==> src/psl_cfg.svh <==
`ifndef PSL_CFG_SVH
`define PSL_CFG_SVH
// ***********************************
// register map, byte addresses
// ***********************************
`define PSL_REG_CTRL 4'h0
`define PSL_REG_SLOT 4'h4
`define PSL_REG_DATA 4'h8
`define PSL_REG_STAT 4'hC
`define PSL_CTRL_BLANK 0
`define PSL_CTRL_CRC 1
`define PSL_CTRL_LEN10 2
`define PSL_CTRL_PD 3
`define PSL_CTRL_BAUD 4
`define PSL_CTRL_RST 32'h0000_0000
`define PSL_SLOT_RST 32'h0000_0800
`define PSL_DATA_RST 32'h0000_0000
// ***********************************
// timing, in nanoseconds unless named
// ***********************************
`define PSL_CLK_NS 25
`define PSL_BIT125_NS 8000
`define PSL_BIT190_NS 5250
`define PSL_QUAL_NS 3000
`define PSL_SYNC_MIN_NS 2000
`define PSL_OFF500_US 500
`define PSL_FILT_RST_NS 4000
`define PSL_PD_DLY_NS 9000
`define PSL_PD_ON_NS 10000
`endif

==> src/psl_pkg.sv <==
package psl_pkg;
    // sync detector phases
    typedef enum logic [1:0] {SD_IDLE, SD_QUAL, SD_BLANK} psl_sd_state_t;
    // frame bits, sent from bit 0 upward
    typedef logic [14:0] psl_frame_t;
endpackage

==> src/psl_tx_if.sv <==
interface psl_tx_if;
    import psl_pkg::*;
    logic load;
    logic [9:0] word;
    logic len10;
    logic crc_sel;
    logic [8:0] half_cyc;
    psl_frame_t frame;
    logic [3:0] nbits;
    logic start;
    logic busy;
    logic level;
    modport ctrl (output load, word, len10, crc_sel, half_cyc, input busy, level);
    modport builder (input load, word, len10, crc_sel, output frame, nbits, start);
    modport serial (input frame, nbits, start, half_cyc, output busy, level);
endinterface

==> src/psl_frame_build.sv <==
module psl_frame_build
(
    input wire logic sys_clk,
    input wire logic reset,
    psl_tx_if.builder txi
);
    import psl_pkg::*;

    // crc over data lsb first plus three zeros, seed all ones;
    // long-division form, so the appended zeros flush the remainder out
    function automatic logic [2:0] crc3(input logic [9:0] w, input logic l10);
        logic [2:0] c;
        logic fb;
        logic din;
        c = 3'h7;
        for (int i = 0; i < 13; i++)
        begin
            if (i < (l10 ? 13 : 11))
            begin
                din = (i < (l10 ? 10 : 8)) ? w[i[3:0]] : 1'b0;
                fb = c[2];
                c = {c[1], c[0] ^ fb, din ^ fb};
            end
        end
        return c;
    endfunction

    logic [2:0] ck;

    // check bits of the word on offer, taken only at load
    assign ck = crc3(txi.word, txi.len10);

    // latch one frame per load, start bits excluded from the check
    always_ff @(posedge sys_clk)
    begin
        if (reset)
        begin
            txi.frame <= '0;
            txi.nbits <= 4'h0;
            txi.start <= 1'b0;
        end
        else
        begin
            txi.start <= txi.load;
            if (txi.load)
            begin
                if (txi.len10)
                    txi.frame <= txi.crc_sel ? {ck[0], ck[1], ck[2], txi.word, 2'b00}
                        : {2'b00, ^txi.word, txi.word, 2'b00};
                else
                    txi.frame <= txi.crc_sel ? {2'b00, ck[0], ck[1], ck[2], txi.word[7:0], 2'b00}
                        : {4'h0, ^txi.word[7:0], txi.word[7:0], 2'b00};
                txi.nbits <= 4'(2 + (txi.len10 ? 10 : 8) + (txi.crc_sel ? 3 : 1));
            end
        end
    end
endmodule // psl_frame_build

==> src/psl_link.sv <==
// Operation
// - all device data goes out as drawn current, never a driven voltage
// - comparator feeds a counter sampled at half the oscillator rate
// - after fixed time, pulse valid only if count exceeds minimum width
// - all response timers start at the first comparator trip
// - valid sync raises valid flag and enables the responses timed from the trip
// - after valid sync, counter cleared and held off for blanking time
// - blank select zero uses the fixed short blanking time
// - blank select one: slot delay plus frame length in bit times
// - after valid sync the sync filter is held in reset for a while
// - failed qualification resets timers and re-arms on next sample
// - frame starts after the configured slot delay
// - optional pulldown sinks current after a delay for a set time
// - between frames the current rests at quiescent level
// - zero is a mid-bit current rise, one a mid-bit fall
// - every bit has a mid edge, equal neighbours add a boundary edge
// - frame is two start bits, 8 or 10 data bits, then check bits
// - data word goes out least significant bit first
// - a control bit chooses parity bit or 3-bit crc
// - parity makes the count of ones in the message even
// - crc uses x^3+x+1 seeded with all ones
// - crc takes data lsb first then three zeros, no start bits
`include "psl_cfg.svh"
module psl_link
#(
    parameter int OFF500_CYC = `PSL_OFF500_US * 1000 / `PSL_CLK_NS,
    parameter int QUAL_NS = `PSL_QUAL_NS,
    parameter int SYNC_MIN_NS = `PSL_SYNC_MIN_NS,
    parameter int FILT_RST_NS = `PSL_FILT_RST_NS,
    parameter int PD_DLY_NS = `PSL_PD_DLY_NS,
    parameter int PD_ON_NS = `PSL_PD_ON_NS
)
(
    input wire logic sys_clk,
    input wire logic reset,
    input wire logic [3:0] avs_address,
    input wire logic avs_read,
    input wire logic avs_write,
    input wire logic [31:0] avs_writedata,
    input wire logic [3:0] avs_byteenable,
    output logic [31:0] avs_readdata,
    output logic avs_waitrequest,
    input wire logic sync_comp_in,
    output logic modulation_current,
    output logic sync_valid,
    output logic sync_filter_reset
);
    import psl_pkg::*;

    // ***********************************
    // timing counts
    // ***********************************
    localparam int SAMP_NS = 2 * `PSL_CLK_NS;
    localparam int QUAL_CYC = (QUAL_NS + `PSL_CLK_NS - 1) / `PSL_CLK_NS;
    localparam int MIN_CNT = (SYNC_MIN_NS + SAMP_NS - 1) / SAMP_NS;
    localparam int FILT_CYC = (FILT_RST_NS + `PSL_CLK_NS - 1) / `PSL_CLK_NS;
    localparam int PD_DLY_CYC = (PD_DLY_NS + `PSL_CLK_NS - 1) / `PSL_CLK_NS;
    localparam int PD_ON_CYC = PD_ON_NS / `PSL_CLK_NS;
    localparam int HALF125 = `PSL_BIT125_NS / `PSL_CLK_NS / 2;
    localparam int HALF190 = `PSL_BIT190_NS / `PSL_CLK_NS / 2;
    localparam logic [17:0] REF_MAX = 18'h3FFFF;

    if (QUAL_CYC < 2 || MIN_CNT < 1 || MIN_CNT > 254 || PD_ON_CYC < 1 || OFF500_CYC < QUAL_CYC
        || OFF500_CYC > 200000)
        $error("psl_link: timing parameters out of range");

    // frame length in bits for the chosen word and check
    function automatic logic [3:0] frame_bits(input logic l10, input logic crc);
        return 4'(2 + (l10 ? 10 : 8) + (crc ? 3 : 1));
    endfunction

    // byte-lane merge of a register write
    function automatic logic [31:0] merge(input logic [31:0] old, input logic [31:0] nw,
        input logic [3:0] be);
        logic [31:0] r;
        r = old;
        for (int i = 0; i < 4; i++)
        begin
            if (be[i])
                r[i*8 +: 8] = nw[i*8 +: 8];
        end
        return r;
    endfunction

    // ***********************************
    // register slave
    // ***********************************
    logic [31:0] ctrl;
    logic [31:0] slot;
    logic [31:0] data;
    logic ack;
    logic [15:0] sync_count;
    logic tx_busy;
    logic tx_level;
    logic pd_on;
    psl_sd_state_t sd;
    logic blank_sel;
    logic crc_sel;
    logic len10;
    logic pd_en;
    logic baud_fast;
    logic [15:0] slot_delay;

    assign blank_sel = ctrl[`PSL_CTRL_BLANK];
    assign crc_sel = ctrl[`PSL_CTRL_CRC];
    assign len10 = ctrl[`PSL_CTRL_LEN10];
    assign pd_en = ctrl[`PSL_CTRL_PD];
    assign baud_fast = ctrl[`PSL_CTRL_BAUD];
    assign slot_delay = slot[15:0];

    // one wait state on every access
    assign avs_waitrequest = (avs_read || avs_write) && !ack;

    always_ff @(posedge sys_clk)
    begin
        if (reset)
            ack <= 1'b0;
        else
            ack <= (avs_read || avs_write) && !ack;
    end

    // writes land on the edge that completes the access, one edge after the wait drops
    always_ff @(posedge sys_clk)
    begin
        if (reset)
        begin
            ctrl <= `PSL_CTRL_RST;
            slot <= `PSL_SLOT_RST;
            data <= `PSL_DATA_RST;
        end
        else if (avs_write && ack)
        begin
            case (avs_address)
                `PSL_REG_CTRL: ctrl <= merge(ctrl, avs_writedata, avs_byteenable) & 32'h0000_001F;
                `PSL_REG_SLOT: slot <= merge(slot, avs_writedata, avs_byteenable) & 32'h0000_FFFF;
                `PSL_REG_DATA: data <= merge(data, avs_writedata, avs_byteenable) & 32'h0000_03FF;
                default: ;
            endcase
        end
    end

    // read data captured one edge early so it stands when wait drops
    always_ff @(posedge sys_clk)
    begin
        if (reset)
            avs_readdata <= 32'h0000_0000;
        else if (avs_read && !ack)
        begin
            case (avs_address)
                `PSL_REG_CTRL: avs_readdata <= ctrl;
                `PSL_REG_SLOT: avs_readdata <= slot;
                `PSL_REG_DATA: avs_readdata <= data;
                `PSL_REG_STAT: avs_readdata <= {12'h000, tx_busy, pd_on,
                    sd == SD_BLANK, sd == SD_QUAL, sync_count};
                default: avs_readdata <= 32'h0000_0000;
            endcase
        end
    end

    // ***********************************
    // sync detection
    // ***********************************
    logic comp_m;
    logic comp_s;
    logic samp_en;
    logic [7:0] det_cnt;
    logic [17:0] ref_cnt;
    logic timing;
    logic synced;
    logic tx_sent;
    logic qual_end;
    logic [17:0] blank_len;
    logic [8:0] half_cyc;

    // pin enters through two flops before any logic
    always_ff @(posedge sys_clk)
    begin
        if (reset)
        begin
            comp_m <= 1'b0;
            comp_s <= 1'b0;
        end
        else
        begin
            comp_m <= sync_comp_in;
            comp_s <= comp_m;
        end
    end

    // half-rate sample enable
    always_ff @(posedge sys_clk)
    begin
        if (reset)
            samp_en <= 1'b0;
        else
            samp_en <= !samp_en;
    end

    assign half_cyc = baud_fast ? 9'(HALF190) : 9'(HALF125);
    assign qual_end = (sd == SD_QUAL) && (ref_cnt >= 18'(QUAL_CYC - 1));
    // blanking end, measured from the trip instant
    assign blank_len = blank_sel
        ? 18'(slot_delay) + 18'(frame_bits(len10, crc_sel)) * 18'({half_cyc, 1'b0})
        : 18'(OFF500_CYC);

    // sync time reference, restarted at the first trip
    always_ff @(posedge sys_clk)
    begin
        if (reset)
        begin
            ref_cnt <= 18'h00000;
            timing <= 1'b0;
        end
        else if (sd == SD_IDLE && samp_en && comp_s)
        begin
            ref_cnt <= 18'h00000;
            timing <= 1'b1;
        end
        else if (qual_end && det_cnt <= 8'(MIN_CNT))
        begin
            ref_cnt <= 18'h00000;
            timing <= 1'b0;
        end
        else if (timing && ref_cnt != REF_MAX)
            ref_cnt <= ref_cnt + 18'h00001;
    end

    // qualify, then blank
    always_ff @(posedge sys_clk)
    begin
        if (reset)
        begin
            sd <= SD_IDLE;
            det_cnt <= 8'h00;
            sync_valid <= 1'b0;
        end
        else
        begin
            sync_valid <= 1'b0;
            case (sd)
                SD_IDLE:
                begin
                    if (samp_en && comp_s)
                    begin
                        sd <= SD_QUAL;
                        det_cnt <= 8'h01;
                    end
                end
                SD_QUAL:
                begin
                    if (qual_end)
                    begin
                        if (det_cnt > 8'(MIN_CNT))
                        begin
                            sd <= SD_BLANK;
                            sync_valid <= 1'b1;
                        end
                        else
                            sd <= SD_IDLE;
                        det_cnt <= 8'h00;
                    end
                    else if (samp_en && comp_s && det_cnt != 8'hFF)
                        det_cnt <= det_cnt + 8'h01;
                end
                SD_BLANK:
                begin
                    det_cnt <= 8'h00;
                    if (ref_cnt >= blank_len)
                        sd <= SD_IDLE;
                end
                default: sd <= SD_IDLE;
            endcase
        end
    end

    // response bookkeeping; synced clears at the next trip, the sync count never does
    always_ff @(posedge sys_clk)
    begin
        if (reset)
        begin
            synced <= 1'b0;
            sync_count <= 16'h0000;
        end
        else if (sd == SD_IDLE && samp_en && comp_s)
            synced <= 1'b0;
        else if (sync_valid)
        begin
            synced <= 1'b1;
            sync_count <= sync_count + 16'h0001;
        end
    end

    // filter held from the valid pulse itself until the reset window has passed
    assign sync_filter_reset = (synced || sync_valid)
        && (ref_cnt < 18'(QUAL_CYC + FILT_CYC));

    // ***********************************
    // response frame
    // ***********************************
    psl_tx_if txi ();
    logic tx_load;

    // a slot delay shorter than qualification starts right after it
    assign tx_load = synced && !tx_sent && !tx_busy && ref_cnt >= 18'(slot_delay);

    always_ff @(posedge sys_clk)
    begin
        if (reset)
            tx_sent <= 1'b0;
        else if (sd == SD_IDLE && samp_en && comp_s)
            tx_sent <= 1'b0;
        else if (tx_load)
            tx_sent <= 1'b1;
    end

    assign txi.load = tx_load;
    assign txi.word = data[9:0];
    assign txi.len10 = len10;
    assign txi.crc_sel = crc_sel;
    assign txi.half_cyc = half_cyc;
    assign tx_busy = txi.busy;
    assign tx_level = txi.level;

    psl_frame_build u_build
    (
        .sys_clk(sys_clk),
        .reset(reset),
        .txi(txi.builder)
    );

    psl_manch_tx u_tx
    (
        .sys_clk(sys_clk),
        .reset(reset),
        .txi(txi.serial)
    );

    // ***********************************
    // current sink
    // ***********************************
    // pulldown shares the modulation sink with the frame
    always_ff @(posedge sys_clk)
    begin
        if (reset)
            pd_on <= 1'b0;
        else
            pd_on <= pd_en && synced && ref_cnt >= 18'(PD_DLY_CYC)
                && ref_cnt < 18'(PD_DLY_CYC + PD_ON_CYC);
    end

    // sink enable only; the line voltage is never driven
    assign modulation_current = tx_level || pd_on;
endmodule // psl_link

==> src/psl_manch_tx.sv <==
module psl_manch_tx
(
    input wire logic sys_clk,
    input wire logic reset,
    psl_tx_if.serial txi
);
    import psl_pkg::*;

    psl_frame_t shift;
    logic [3:0] left;
    logic [8:0] half_cnt;
    logic phase;

    // half-bit timing from the system clock, level high means sink on
    always_ff @(posedge sys_clk)
    begin
        if (reset)
        begin
            shift <= '0;
            left <= 4'h0;
            half_cnt <= 9'h000;
            phase <= 1'b0;
            txi.busy <= 1'b0;
            txi.level <= 1'b0;
        end
        else if (txi.start && !txi.busy)
        begin
            shift <= txi.frame;
            left <= txi.nbits;
            half_cnt <= 9'h000;
            phase <= 1'b0;
            txi.busy <= 1'b1;
            txi.level <= txi.frame[0];
        end
        else if (txi.busy)
        begin
            if (half_cnt == txi.half_cyc - 9'h001)
            begin
                half_cnt <= 9'h000;
                if (!phase)
                begin
                    phase <= 1'b1;
                    txi.level <= ~shift[0];
                end
                else if (left == 4'h1)
                begin
                    txi.busy <= 1'b0;
                    txi.level <= 1'b0;
                end
                else
                begin
                    // equal neighbours give a boundary edge by themselves
                    shift <= shift >> 1;
                    left <= left - 4'h1;
                    phase <= 1'b0;
                    txi.level <= shift[1];
                end
            end
            else
                half_cnt <= half_cnt + 9'h001;
        end
    end
endmodule // psl_manch_tx

==> config.mk <==
export PLATFORM = sky130hd
export DESIGN_NAME = psl_link
export DESIGN_NICKNAME = d
export VERILOG_FILES = /design/src/psl_pkg.sv /design/src/psl_tx_if.sv /design/src/psl_frame_build.sv /design/src/psl_link.sv /design/src/psl_manch_tx.sv
export VERILOG_INCLUDE_DIRS = /design/src
export SDC_FILE = /design/constraint.sdc
export NUM_CORES = 1
export LEC_CHECK = 0
export BUFFER_PORTS_ARGS = -buffer_cell sky130_fd_sc_hd__buf_4
export CAP_MARGIN = 20
export CORE_ASPECT_RATIO = 0.75
export CORE_MARGIN = 2
export CORE_UTILIZATION = 36
export DETAILED_ROUTE_END_ITERATION = 8
export PLACE_DENSITY_LB_ADDON = 0.1
export SYNTH_ARGS = -nofsm -noshare
export SYNTH_HDL_FRONTEND = slang
export SYNTH_SLANG_ARGS = --single-unit
==> constraint.sdc <==
create_clock -name sys_clk -period 5.6 [get_ports sys_clk]
set_input_delay 1.12 -clock sys_clk [delete_from_list [all_inputs] [get_ports sys_clk]]
set_output_delay 1.12 -clock sys_clk [all_outputs]
set_load 0.005 [all_outputs]
After elaboration in Yosys (flattened, before gate mapping)

Cells that the tools add are included.

Add/subtract/negate cells: 9
Multiply operators: 1
Order comparisons: 34
Eq/ne operators: 14
Muxes and demuxes: 70
Bitwise logic cells: 29
Reductions and logical operators: 49

Operator list:

| operator                | number |
|---|---|
| $lt A5 B32 Y1 const A   | 10 |
| $lt A4 B32 Y1 const A   | 8 |
| $lt A3 B32 Y1 const A   | 4 |
| $mux W15                | 7 |
| $pmux W20 S4            | 1 |
| $lt A2 B32 Y1 const A   | 2 |
| $mux W3                 | 13 |
| $lt A1 B32 Y1 const A   | 1 |
| $mux W8                 | 4 |
| $mux W1                 | 28 |
| $pmux W8 S3             | 1 |
| $xor A1 B1 Y1           | 22 |
| $reduce_and A3 Y1       | 7 |
| $mux W4                 | 5 |
| $add A18 B1 Y18 const B | 1 |
| $ge A18 B16 Y1          | 1 |
| $ge A18 B17 Y1          | 1 |
| $ge A18 B7 Y1 const B   | 1 |
| $ge A18 B9 Y1 const B   | 1 |
| $logic_and A1 B1 Y1     | 18 |
| $lt A18 B10 Y1 const B  | 1 |
| $lt A18 B9 Y1 const B   | 1 |
| $ne A18 B18 Y1 const B  | 1 |
| $add A16 B13 Y17        | 1 |
| 40 further kinds        | 66 |

Register bits: 167
Output and inout port bits: 36
Word-level logic and storage cells: 234

Longest topological paths before layout

Gate-level depths: netlist of the first run.

Depth after elaboration: 31
Mapped depth: 27

By module

Synthesis of the first run repeated with hierarchy kept, for this count alone.

Cells, all modules: 1108
Area, all modules: 9330.2 sq um

By module, submodules not included:

| module          | instances | cells each | area each (sq um) |
|---|---|---|---|
| psl_link        | 1         | 779        | 6463.7 |
| psl_manch_tx    | 1         | 226        | 1873.0 |
| psl_frame_build | 1         | 103        | 993.5 |

Worst setup path after synthesis of the first run

No wires, ideal clock.

Path type: register -> register
Start point: register ctrl[4]
End point: register sd[1]
Arrival: 4.444 ns
Data required time: 5.468 ns
Path slack: 1.024 ns
Cell stages (with the launch flop): 24
Path buffers: 1
Period minus slack after synthesis: 4.576 ns
Cells stage by stage: dfxtp_1 > buf_2 > inv_1 > fa_1 > xor2_1 > ha_1 > a21oi_1 > o21bai_1 > a21oi_1 > xnor2_1 > ha_1 > o21ai_0 > a21o_1 > a32o_1 > xnor2_1 > and2_1 > ha_1 > a21o_1 > a21o_1 > a21oi_1 > nor2b_1 > a311oi_1 > or3_1 > a21oi_1

Longest elaborated chain between the ends: 7

RTL lines:

| what                        | line            | source |
|---|---|---|
| from (decl)                 | psl_link.sv:88  | `logic [31:0] ctrl;` |
| from (signal assigned)      | psl_link.sv:127 | `` ctrl <= `PSL_CTRL_RST; `` |
| from (signal assigned)      | psl_link.sv:134 | `` `PSL_REG_CTRL: ctrl <= merge(ctrl, avs_writedata, avs_byteenable) & 32'h0000_001F; `` |
| $mux W8                     | psl_link.sv:199 | `assign half_cyc = baud_fast ? 9'(HALF190) : 9'(HALF125);` |
| $mul A4 B8 Y12              | psl_link.sv:203 | `? 18'(slot_delay) + 18'(frame_bits(len10, crc_sel)) * 18'({half_cyc, 1'b0})` |
| $add A16 B13 Y17            | psl_link.sv:203 |  |
| $mux W17                    | psl_link.sv:203 |  |
| $ge A18 B17 Y1              | psl_link.sv:268 | `if (ref_cnt >= blank_len)` |
| $ne A2 B1 Y1 (no line)      | n/a             |  |
| $reduce_and A3 Y1 (no line) | n/a             |  |
| to (signal assigned)        | psl_link.sv:259 | `sd <= SD_IDLE;` |
| to (signal assigned)        | psl_link.sv:269 | `sd <= SD_IDLE;` |
| to (signal assigned)        | psl_link.sv:271 | `default: sd <= SD_IDLE;` |
| to (decl)                   | psl_link.sv:96  | `psl_sd_state_t sd;` |

No other way between the ends.
A chain may end at the register's enable or synchronous reset.

Final worst setup path of the first run

Start point: register ctrl[1]
End point: register sd[1]

Longest elaborated chain between the ends: 8

RTL lines:

| what                        | line            | source |
|---|---|---|
| $mux W2                     | psl_link.sv:69  | `return 4'(2 + (l10 ? 10 : 8) + (crc ? 3 : 1));` |
| $add A4 B4 Y4               | n/a             |  |
| $mul A4 B8 Y12              | psl_link.sv:203 |  |
| $add A16 B13 Y17            | psl_link.sv:203 |  |
| $mux W17                    | psl_link.sv:203 |  |
| $ge A18 B17 Y1              | psl_link.sv:268 |  |
| $ne A2 B1 Y1 (no line)      | n/a             |  |
| $reduce_and A3 Y1 (no line) | n/a             |  |

No other way between the ends.

==> results of run 1 <==
[cells in the mapped netlist, drive strengths merged, types with 2 or more instances]
| library cell | instances | share of area |
|---|---|---|
| nor2 | 167 | 0.072 |
| dfxtp | 152 | 0.35 |
| nand2 | 72 | 0.031 |
| a21oi | 71 | 0.041 |
| ha | 71 | 0.10 |
| mux2i | 57 | 0.066 |
| inv | 46 | 0.020 |
| xnor2 | 41 | 0.043 |
| xor2 | 37 | 0.037 |
| clkbuf | 33 | 0.014 |
| nand3 | 27 | 0.016 |
| o21ai | 26 | 0.015 |
| buf | 23 | 0.021 |
| a22oi | 22 | 0.019 |
| a211oi | 20 | 0.019 |
| nor3 | 18 | 0.011 |
| nand4 | 17 | 0.013 |
| a21o | 12 | 0.010 |
| nand2b | 12 | 0.0087 |
| nor2b | 10 | 0.0072 |
| and2 | 9 | 0.0065 |
| or3 | 8 | 0.0059 |
| and3 | 7 | 0.0051 |
| and4 | 7 | 0.0071 |
| nor4 | 7 | 0.0051 |
| a311oi | 5 | 0.0051 |
| o21bai | 5 | 0.0043 |
| a2111oi | 2 | 0.0020 |
| a211o | 2 | 0.0020 |
| a31oi | 2 | 0.0014 |
| fa | 2 | 0.0046 |
| nand4b | 2 | 0.0038 |
| o2111ai | 2 | 0.0020 |
| o211a | 2 | 0.0023 |
| o211ai | 2 | 0.0017 |
| o21a | 2 | 0.0017 |
| o221ai | 2 | 0.0020 |
| xnor3 | 2 | 0.0052 |
[final cells by class]
type                       count  area [um^2]  share of cell area
clock buffer                  17        425.4             0.04315
clock inverter                15        186.4             0.01891
multi-input combinational    774         5195              0.5270
inverter                      46        172.7             0.01751
timing repair buffer          58        452.9             0.04594
sequential                   152         3043              0.3087
tap                          306        382.9             0.03884
[sequential cells by signal, summed over array words and instances (netlist names), 4 cells and up]
signal	count
ctrl	5
det_cnt	8
slot	16
u_tx.left	4
data	10
u_tx.half_cnt	9
u_build.txi.frame	13
sync_count	16
u_tx.shift	15
ref_cnt	18
avs_readdata	20
[per-layer routing]
| metal | track usage | vias to the layer above | routed length, um | share of wire |
|---|---|---|---|---|
| met3 | 0.03556 | 11 | 671 | 0.031 |
| met2 | 0.2484 | 92 | 8716 | 0.40 |
| met5 | 0 | - | 0 | 0 |
| met1 | 0.2727 | 3153 | 12020 | 0.56 |
| li1 | - | 3564 | - | - |
| met4 | 0.04674 | 0 | 204 | 0.0094 |
[where the power goes]
| part | switching, W | internal (W) | total, W |
|---|---|---|---|
| Clock | 0.000545 | 0.000640 | 0.00118 |
| Sequential | 0.00000814 | 0.00109 | 0.00110 |
| Combinational | 0.0000811 | 0.0000425 | 0.000124 |
| Total | 0.000634 | 0.00177 | 0.00240 |
[stage by stage]
step	hold slack (ns)	power, W	instance area (um^2)	utilization	setup slack (ns)
floorplan	0.4138	0.001205	8702	-	1.024
global placement	0.4251	0.001247	9208	0.3871	0.6364
detailed placement	0.4465	0.001246	9208	0.3871	0.5755
CTS	0.4568	0.002448	9819	0.4128	0.5455
global route	0.4658	0.002510	9858	0.4144	0.1207
finish	0.4511	0.002405	9858	0.4144	0.6930
[cell families after synthesis]
| logic type | count (synthesis) |
|---|---|
| XOR/XNOR | 80 |
| AND/OR/NAND/NOR | 369 |
| multiplexers | 57 |
| AO/OA/AOI/OAI | 183 |
| buffers and inverters | 102 |
| adder cells (fa/ha/maj) | 73 |
| other | 1 |
| flip-flops | 152 |
[how the worst min path moves through the flow]
stage / start / end / slack, ns / cells after the start
floorplan: comp_m / comp_s / 0.41 / 1
global placement: comp_m / comp_s / 0.43 / 1
detailed placement: avs_readdata[19] / avs_readdata[19] / 0.45 / 2
CTS: avs_readdata[19] / avs_readdata[19] / 0.46 / 2
global route: comp_m / comp_s / 0.47 / 1
finish: avs_readdata[19] / avs_readdata[19] / 0.45 / 2
[worst min-delay path, cell delays in order (launching register included)]
cell and delay, ns:
dfxtp_1 0.31, nand2_1 0.05, a21oi_1 0.05
==> metrics, run 1 <==
drt via density=4.985; Tmin final=4.907 ns; ratio of cells with drive above 1 in the final layout=0.09699; setup TNS=0 ns; number of global-route vias before repair=~6,300; clk sink count=~150; Cell Rows=49; Core Box Area=between 20,000 and 25,000 um^2; mux contribution to synthesized area=0.06588; cell count after synthesis=1,017; largest net degree at the start of global routing=70; data required time of the worst path=5.97 ns; CTS buffer count=17; # IOs=81; Initial Utilization=0.3641; Layout fillers=2,444; Compound-Gate Fraction of Synth Area=0.1355; CP Class=flop to flop; CP bufs+invs=3; Hold Vio Cnt, Final=0; delay-heaviest family, CP=compound AO/OA/AOI/OAI gates; RSZ-0062 raised after global routing=false; worst reg2reg endpoint=sd[1]; clk slew on worst S/H paths=around 0.07 ns; die width=approximately 180 um; ys async rst share=0; Slowest-stage cell, CP=dfxtp_1; maxcap violations=0; Reg2Reg Depth=23; slowest stage delay, CP=around 0.42 ns; post-synthesis sequential area ratio=0.3513; worst flop-to-flop path startpoint=ctrl[1]; Critical Path Start=ctrl[1]; mean post-synth cell area=8.516 um^2; DR iter-0 viols=slightly above 400; worst min-delay path category=flop to flop; leakage dissipation=3.747 nW; die area=25,330 um^2; Tightest Pin Transition=~1.0 ns; Finished Layout Cells=about 1,400; flops & latches, synth=152; Worst Path Max Fanout=6; Synth Area in Adders=0.1072; wire length of the first global-routing pass=roughly 35 mm; Post-Syn Area=~8700 um^2; CP Launch Type=flop; TritonCTS clock tree=yes; crit-path cells=inv_1 > ha_1 > inv_1 > ha_1 > inv_1 > ha_1 > a21oi_1 > o21bai_1 > a21oi_1 > xnor2_1 > ha_1 > o21ai_0 > a21o_1 > a32o_1 > o21ai_0 > o2111ai_1 > xnor2_1 > nand2_1 > ha_1 > o21ai_0 > a221o_1 > or3_1 > a21oi_1; most common cell after layout, fill and taps aside=nor2_1; post-DP HPWL=15.91 mm; yosys warns=0; Final period util=0.8763; routability cong.=0.8312; Layout Nets=1,167; Peak VDD IR=0.1803 mV; endpoints failing setup=0; Root Buffer=clkbuf_16; Tot GR Track Use=0.1772; most frequent cells in the layout=nor2_1 (167), dfxtp_1 (152), nand2_1 (72); number of synthesized flops with an enable pin=0; CTS H-tree lvls=4; fin. max-slew vios=0; Post-CTS Hold Buffers=0; grt total ovfl=0; CTS Buffer Depth=2; crit path DAT=5.28 ns; Worst Clk Skew=~0.017 ns; Power Dens Cells=244.0 nW/um^2; antenna violations before repair=0; Placed Cells incl. Taps=about 1,300; Die Span Y=roughly 140 um; Antenna Nets Post-Route=0; largest family of logic cells by synthesized area=simple AND/OR/NAND/NOR gates; Setup crit end kind=flop; worst setup path endpoint=sd[1]; Clk Latency, worst-skew pair=0.45 ns; Routed WL per cell=15.80 um; drt first pass iters=4; Layout area overhead=13.83%; DRC=0; Slew Limit Headroom=0.3323; Max Freq=just over 200 MHz; IO buf count=50; WP depth=23; predominant post-synthesis flop cell=dfxtp_1; setup slack, reg-to-reg=0.69 ns; cell repeated most along the worst path=ha_1; simple-gate portion of the synthesized area=0.1991; post-synthesis xor/xnor area fraction=0.08581; # resized after CTS=0; final wirelength=21.62 mm; status=completed; n_diodes=0; DR vias=6,820; Yosys cell types=63; post-CTS setup buffer count=0
No activity file was read; power rests on OpenSTA's default activity.
==> run 2: changes to the inputs <==
==> constraint.sdc (replaced) <==
create_clock -name sys_clk -period 5.6 [get_ports sys_clk]
set_input_delay 0.84 -clock sys_clk [delete_from_list [all_inputs] [get_ports sys_clk]]
set_output_delay 0.84 -clock sys_clk [all_outputs]
set_load 0.005 [all_outputs]
==> run 2 against run 1 <==
Cell count is essentially flat. Count of clock-buffer cells in the layout is 2 higher. Via count decreased by 0.13%. Register-to-register slack worse by 0.13 ns. Sequential share of layout area is 0.082 points higher. Design area is 0.27% lower. Flip-flop and latch count unchanged. Combinational power barely moved. First-iteration DRC count fell by 17%. Hold slack better by 0.0018 ns. Sequential power is essentially flat. Utilization shrank 0.11 points. Largest cell class unchanged. Highest routed layer unchanged.
==> metrics, run 2 (synthesis results as in run 1) <==
status=completed; Finished Cell Area=9832 um^2 (-0.27%); fin. max-slew vios=0 (unchanged); Hold Vio Cnt, Final=0 (unchanged); Peak VDD IR=0.1986 mV (+10%); drt via density=4.982 (about the same); Worst Clk Skew=0.01501 ns (-0.001876 ns); setup TNS=0 ns (unchanged); grt total ovfl=0 (unchanged); post-DP HPWL=15.86 mm (-0.28%); Tightest Pin Transition=0.9702 ns (-0.02762 ns); met1 Track Usage GR=0.2747 (+0.001999); routability cong.=0.8210 (-1.2%); DR iter-0 viols=337 (-17%); hold slack=0.4528 ns (+0.001775 ns); max FFs per register=20 (unchanged); data required time of the worst path=5.90 ns (-0.07 ns); worst min-delay path category=flop to flop; pre-CTS WS=0.5571 ns (-0.01840 ns); worst reg2reg endpoint=sd[1]; RSZ-0062 raised after global routing=false; Layout fillers=2,474 (+1.2%); GR Util met2=0.2432 (-0.005183); CTS Buffer Depth=2 (unchanged); most frequent cells in the layout=nor2_1 (167), dfxtp_1 (152), nand2_1 (72); Antenna Nets Post-Route=0 (unchanged); clk sink count=152 (unchanged); IO buf count=50 (unchanged); wire length of the first global-routing pass=35.31 mm (-0.33%); CTS buffer count=17 (unchanged); ratio of cells with drive above 1 in the final layout=0.09519 (-0.001794); Clk Latency, worst-skew pair=0.44 ns (about the same); Core Box Area=23,790 um^2 (unchanged); post-CTS setup buffer count=0 (unchanged); Slew Limit Headroom=0.3508 (+0.01848); drt first pass iters=4 (unchanged); Top Usage Layer GRT=met1; Root Buffer=clkbuf_16; Area after DPL=9208 um^2 (unchanged); HP Start=comp_m; die width=183.1 um (unchanged); largest net degree at the start of global routing=67 (-4.3%); antenna violations before repair=0 (unchanged); Max Freq=198.4 MHz (-2.6%); DR vias=6,811 (-0.13%); # resized after CTS=0 (unchanged); GR Layer Usage met3=0.03714 (+0.001581); TritonCTS clock tree=yes; number of global-route vias before repair=6,304 (-0.71%); Tot GR Track Use=0.1767 (-0.0005410); Setup crit end kind=flop; Reg2Reg Depth=21 (-8.7%); Initial Utilization=0.3641 (unchanged); Final period util=0.8998 (+0.02359); Routed WL per cell=15.88 um (+0.49%); Top reg by flops=avs_readdata; leakage dissipation=3.743 nW (-0.13%); crit path DAT=5.34 ns (+0.06 ns); # IOs=81 (unchanged); Die Span Y=138.3 um (unchanged); utilization after layout=0.4133 (-0.001104); Tmin final=5.039 ns (+0.1321 ns); Cell Rows=49 (unchanged); Worst Path Max Fanout=6 (unchanged); clk slew on worst S/H paths=0.07 ns (about the same); setup slack, reg-to-reg=0.56 ns (-0.13 ns); Post-CTS Hold Buffers=0 (unchanged); final wirelength=21.71 mm (+0.41%); n_diodes=0 (unchanged); Setup WS post-layout=0.5609 ns (-0.1321 ns); endpoints failing setup=0 (unchanged); Regs by FF count=avs_readdata: 20 flops, ref_cnt: 18 flops; DRC=0 (unchanged); maxcap violations=0 (unchanged); Power Dens Cells=245.2 nW/um^2 (+0.51%); CP Launch Type=flop; hold path endpoint=comp_s; worst flop-to-flop path startpoint=ctrl[1]; most common cell after layout, fill and taps aside=nor2_1; Hold Path Depth=1 (-1); die area=25,330 um^2 (unchanged); Layout Nets=1,167 (unchanged); Layout area overhead=13.52%; CTS H-tree lvls=4 (unchanged); CP Class=flop to flop
[run 2: power breakdown]
group | switching, W | total [W] | leakage, nW | internal [W]
combinational | 0.0000811 | 0.000124 | 2.23 | 0.0000425
clock | 0.000505 | 0.00119 | 0.292 | 0.000685
sequential | 0.00000838 | 0.00110 | 1.23 | 0.00109
[run 2: worst max path at each step]
| stage | start | to |
|---|---|---|
| 2_1_floorplan | ctrl[4] | sd[1] |
| 3_3_place_gp | ctrl[1] | sd[1] |
| 3_5_place_dp | ctrl[1] | sd[1] |
| 4_1_cts | ctrl[1] | sd[1] |
| 5_1_grt | ctrl[1] | sd[1] |
| 6_report | ctrl[1] | sd[1] |
[run 2: layout make-up]
type,instances,area (um^2),area share
Timing Repair Buffer,58,450.4,0.04581
Clock inverter,12,141.4,0.01438
Multi-Input combinational cell,774,5189,0.5277
Inverter,46,172.7,0.01756
Clock buffer,19,452.9,0.04607
Sequential cell,152,3043,0.3095
Tap cell,306,382.9,0.03894
[run 2: metal layers]
| layer | up-vias | share of wire | wire length [um] |
|---|---|---|---|
| met5 | - | 0 | 0 |
| met3 | 16 | 0.039 | 848 |
| met4 | 0 | 0.011 | 248 |
| met2 | 100 | 0.40 | 8644 |
| li1 | 3572 | - | - |
| met1 | 3123 | 0.55 | 11960 |
[run 2: critical path, cell delays in order, from the launching register on]
cell and delay [ns]:
dfxtp_1 0.36, inv_1 0.22, ha_1 0.33, inv_1 0.15, ha_1 0.30, ha_1 0.34
nand2_1 0.09, o21bai_1 0.06, a2111oi_0 0.42, a21oi_1 0.11, xnor2_1 0.29, ha_1 0.27
nor2_1 0.07, inv_1 0.05, o221ai_1 0.17, or3_1 0.41, ha_1 0.18, nor3b_1 0.27
nand3_1 0.11, a311oi_1 0.45, or3_1 0.19, a21oi_1 0.06
[run 2: per-stage QoR]
| stage | total power (W) | instances |
|---|---|---|
| after CTS | 0.002442 | 1365 |
| final | 0.002411 | 1367 |
| after floorplan | 0.001205 | 1028 |
| after detailed placement | 0.001246 | 1334 |
| after global placement | 0.001247 | 1334 |
| after global routing | 0.002502 | 1367 |
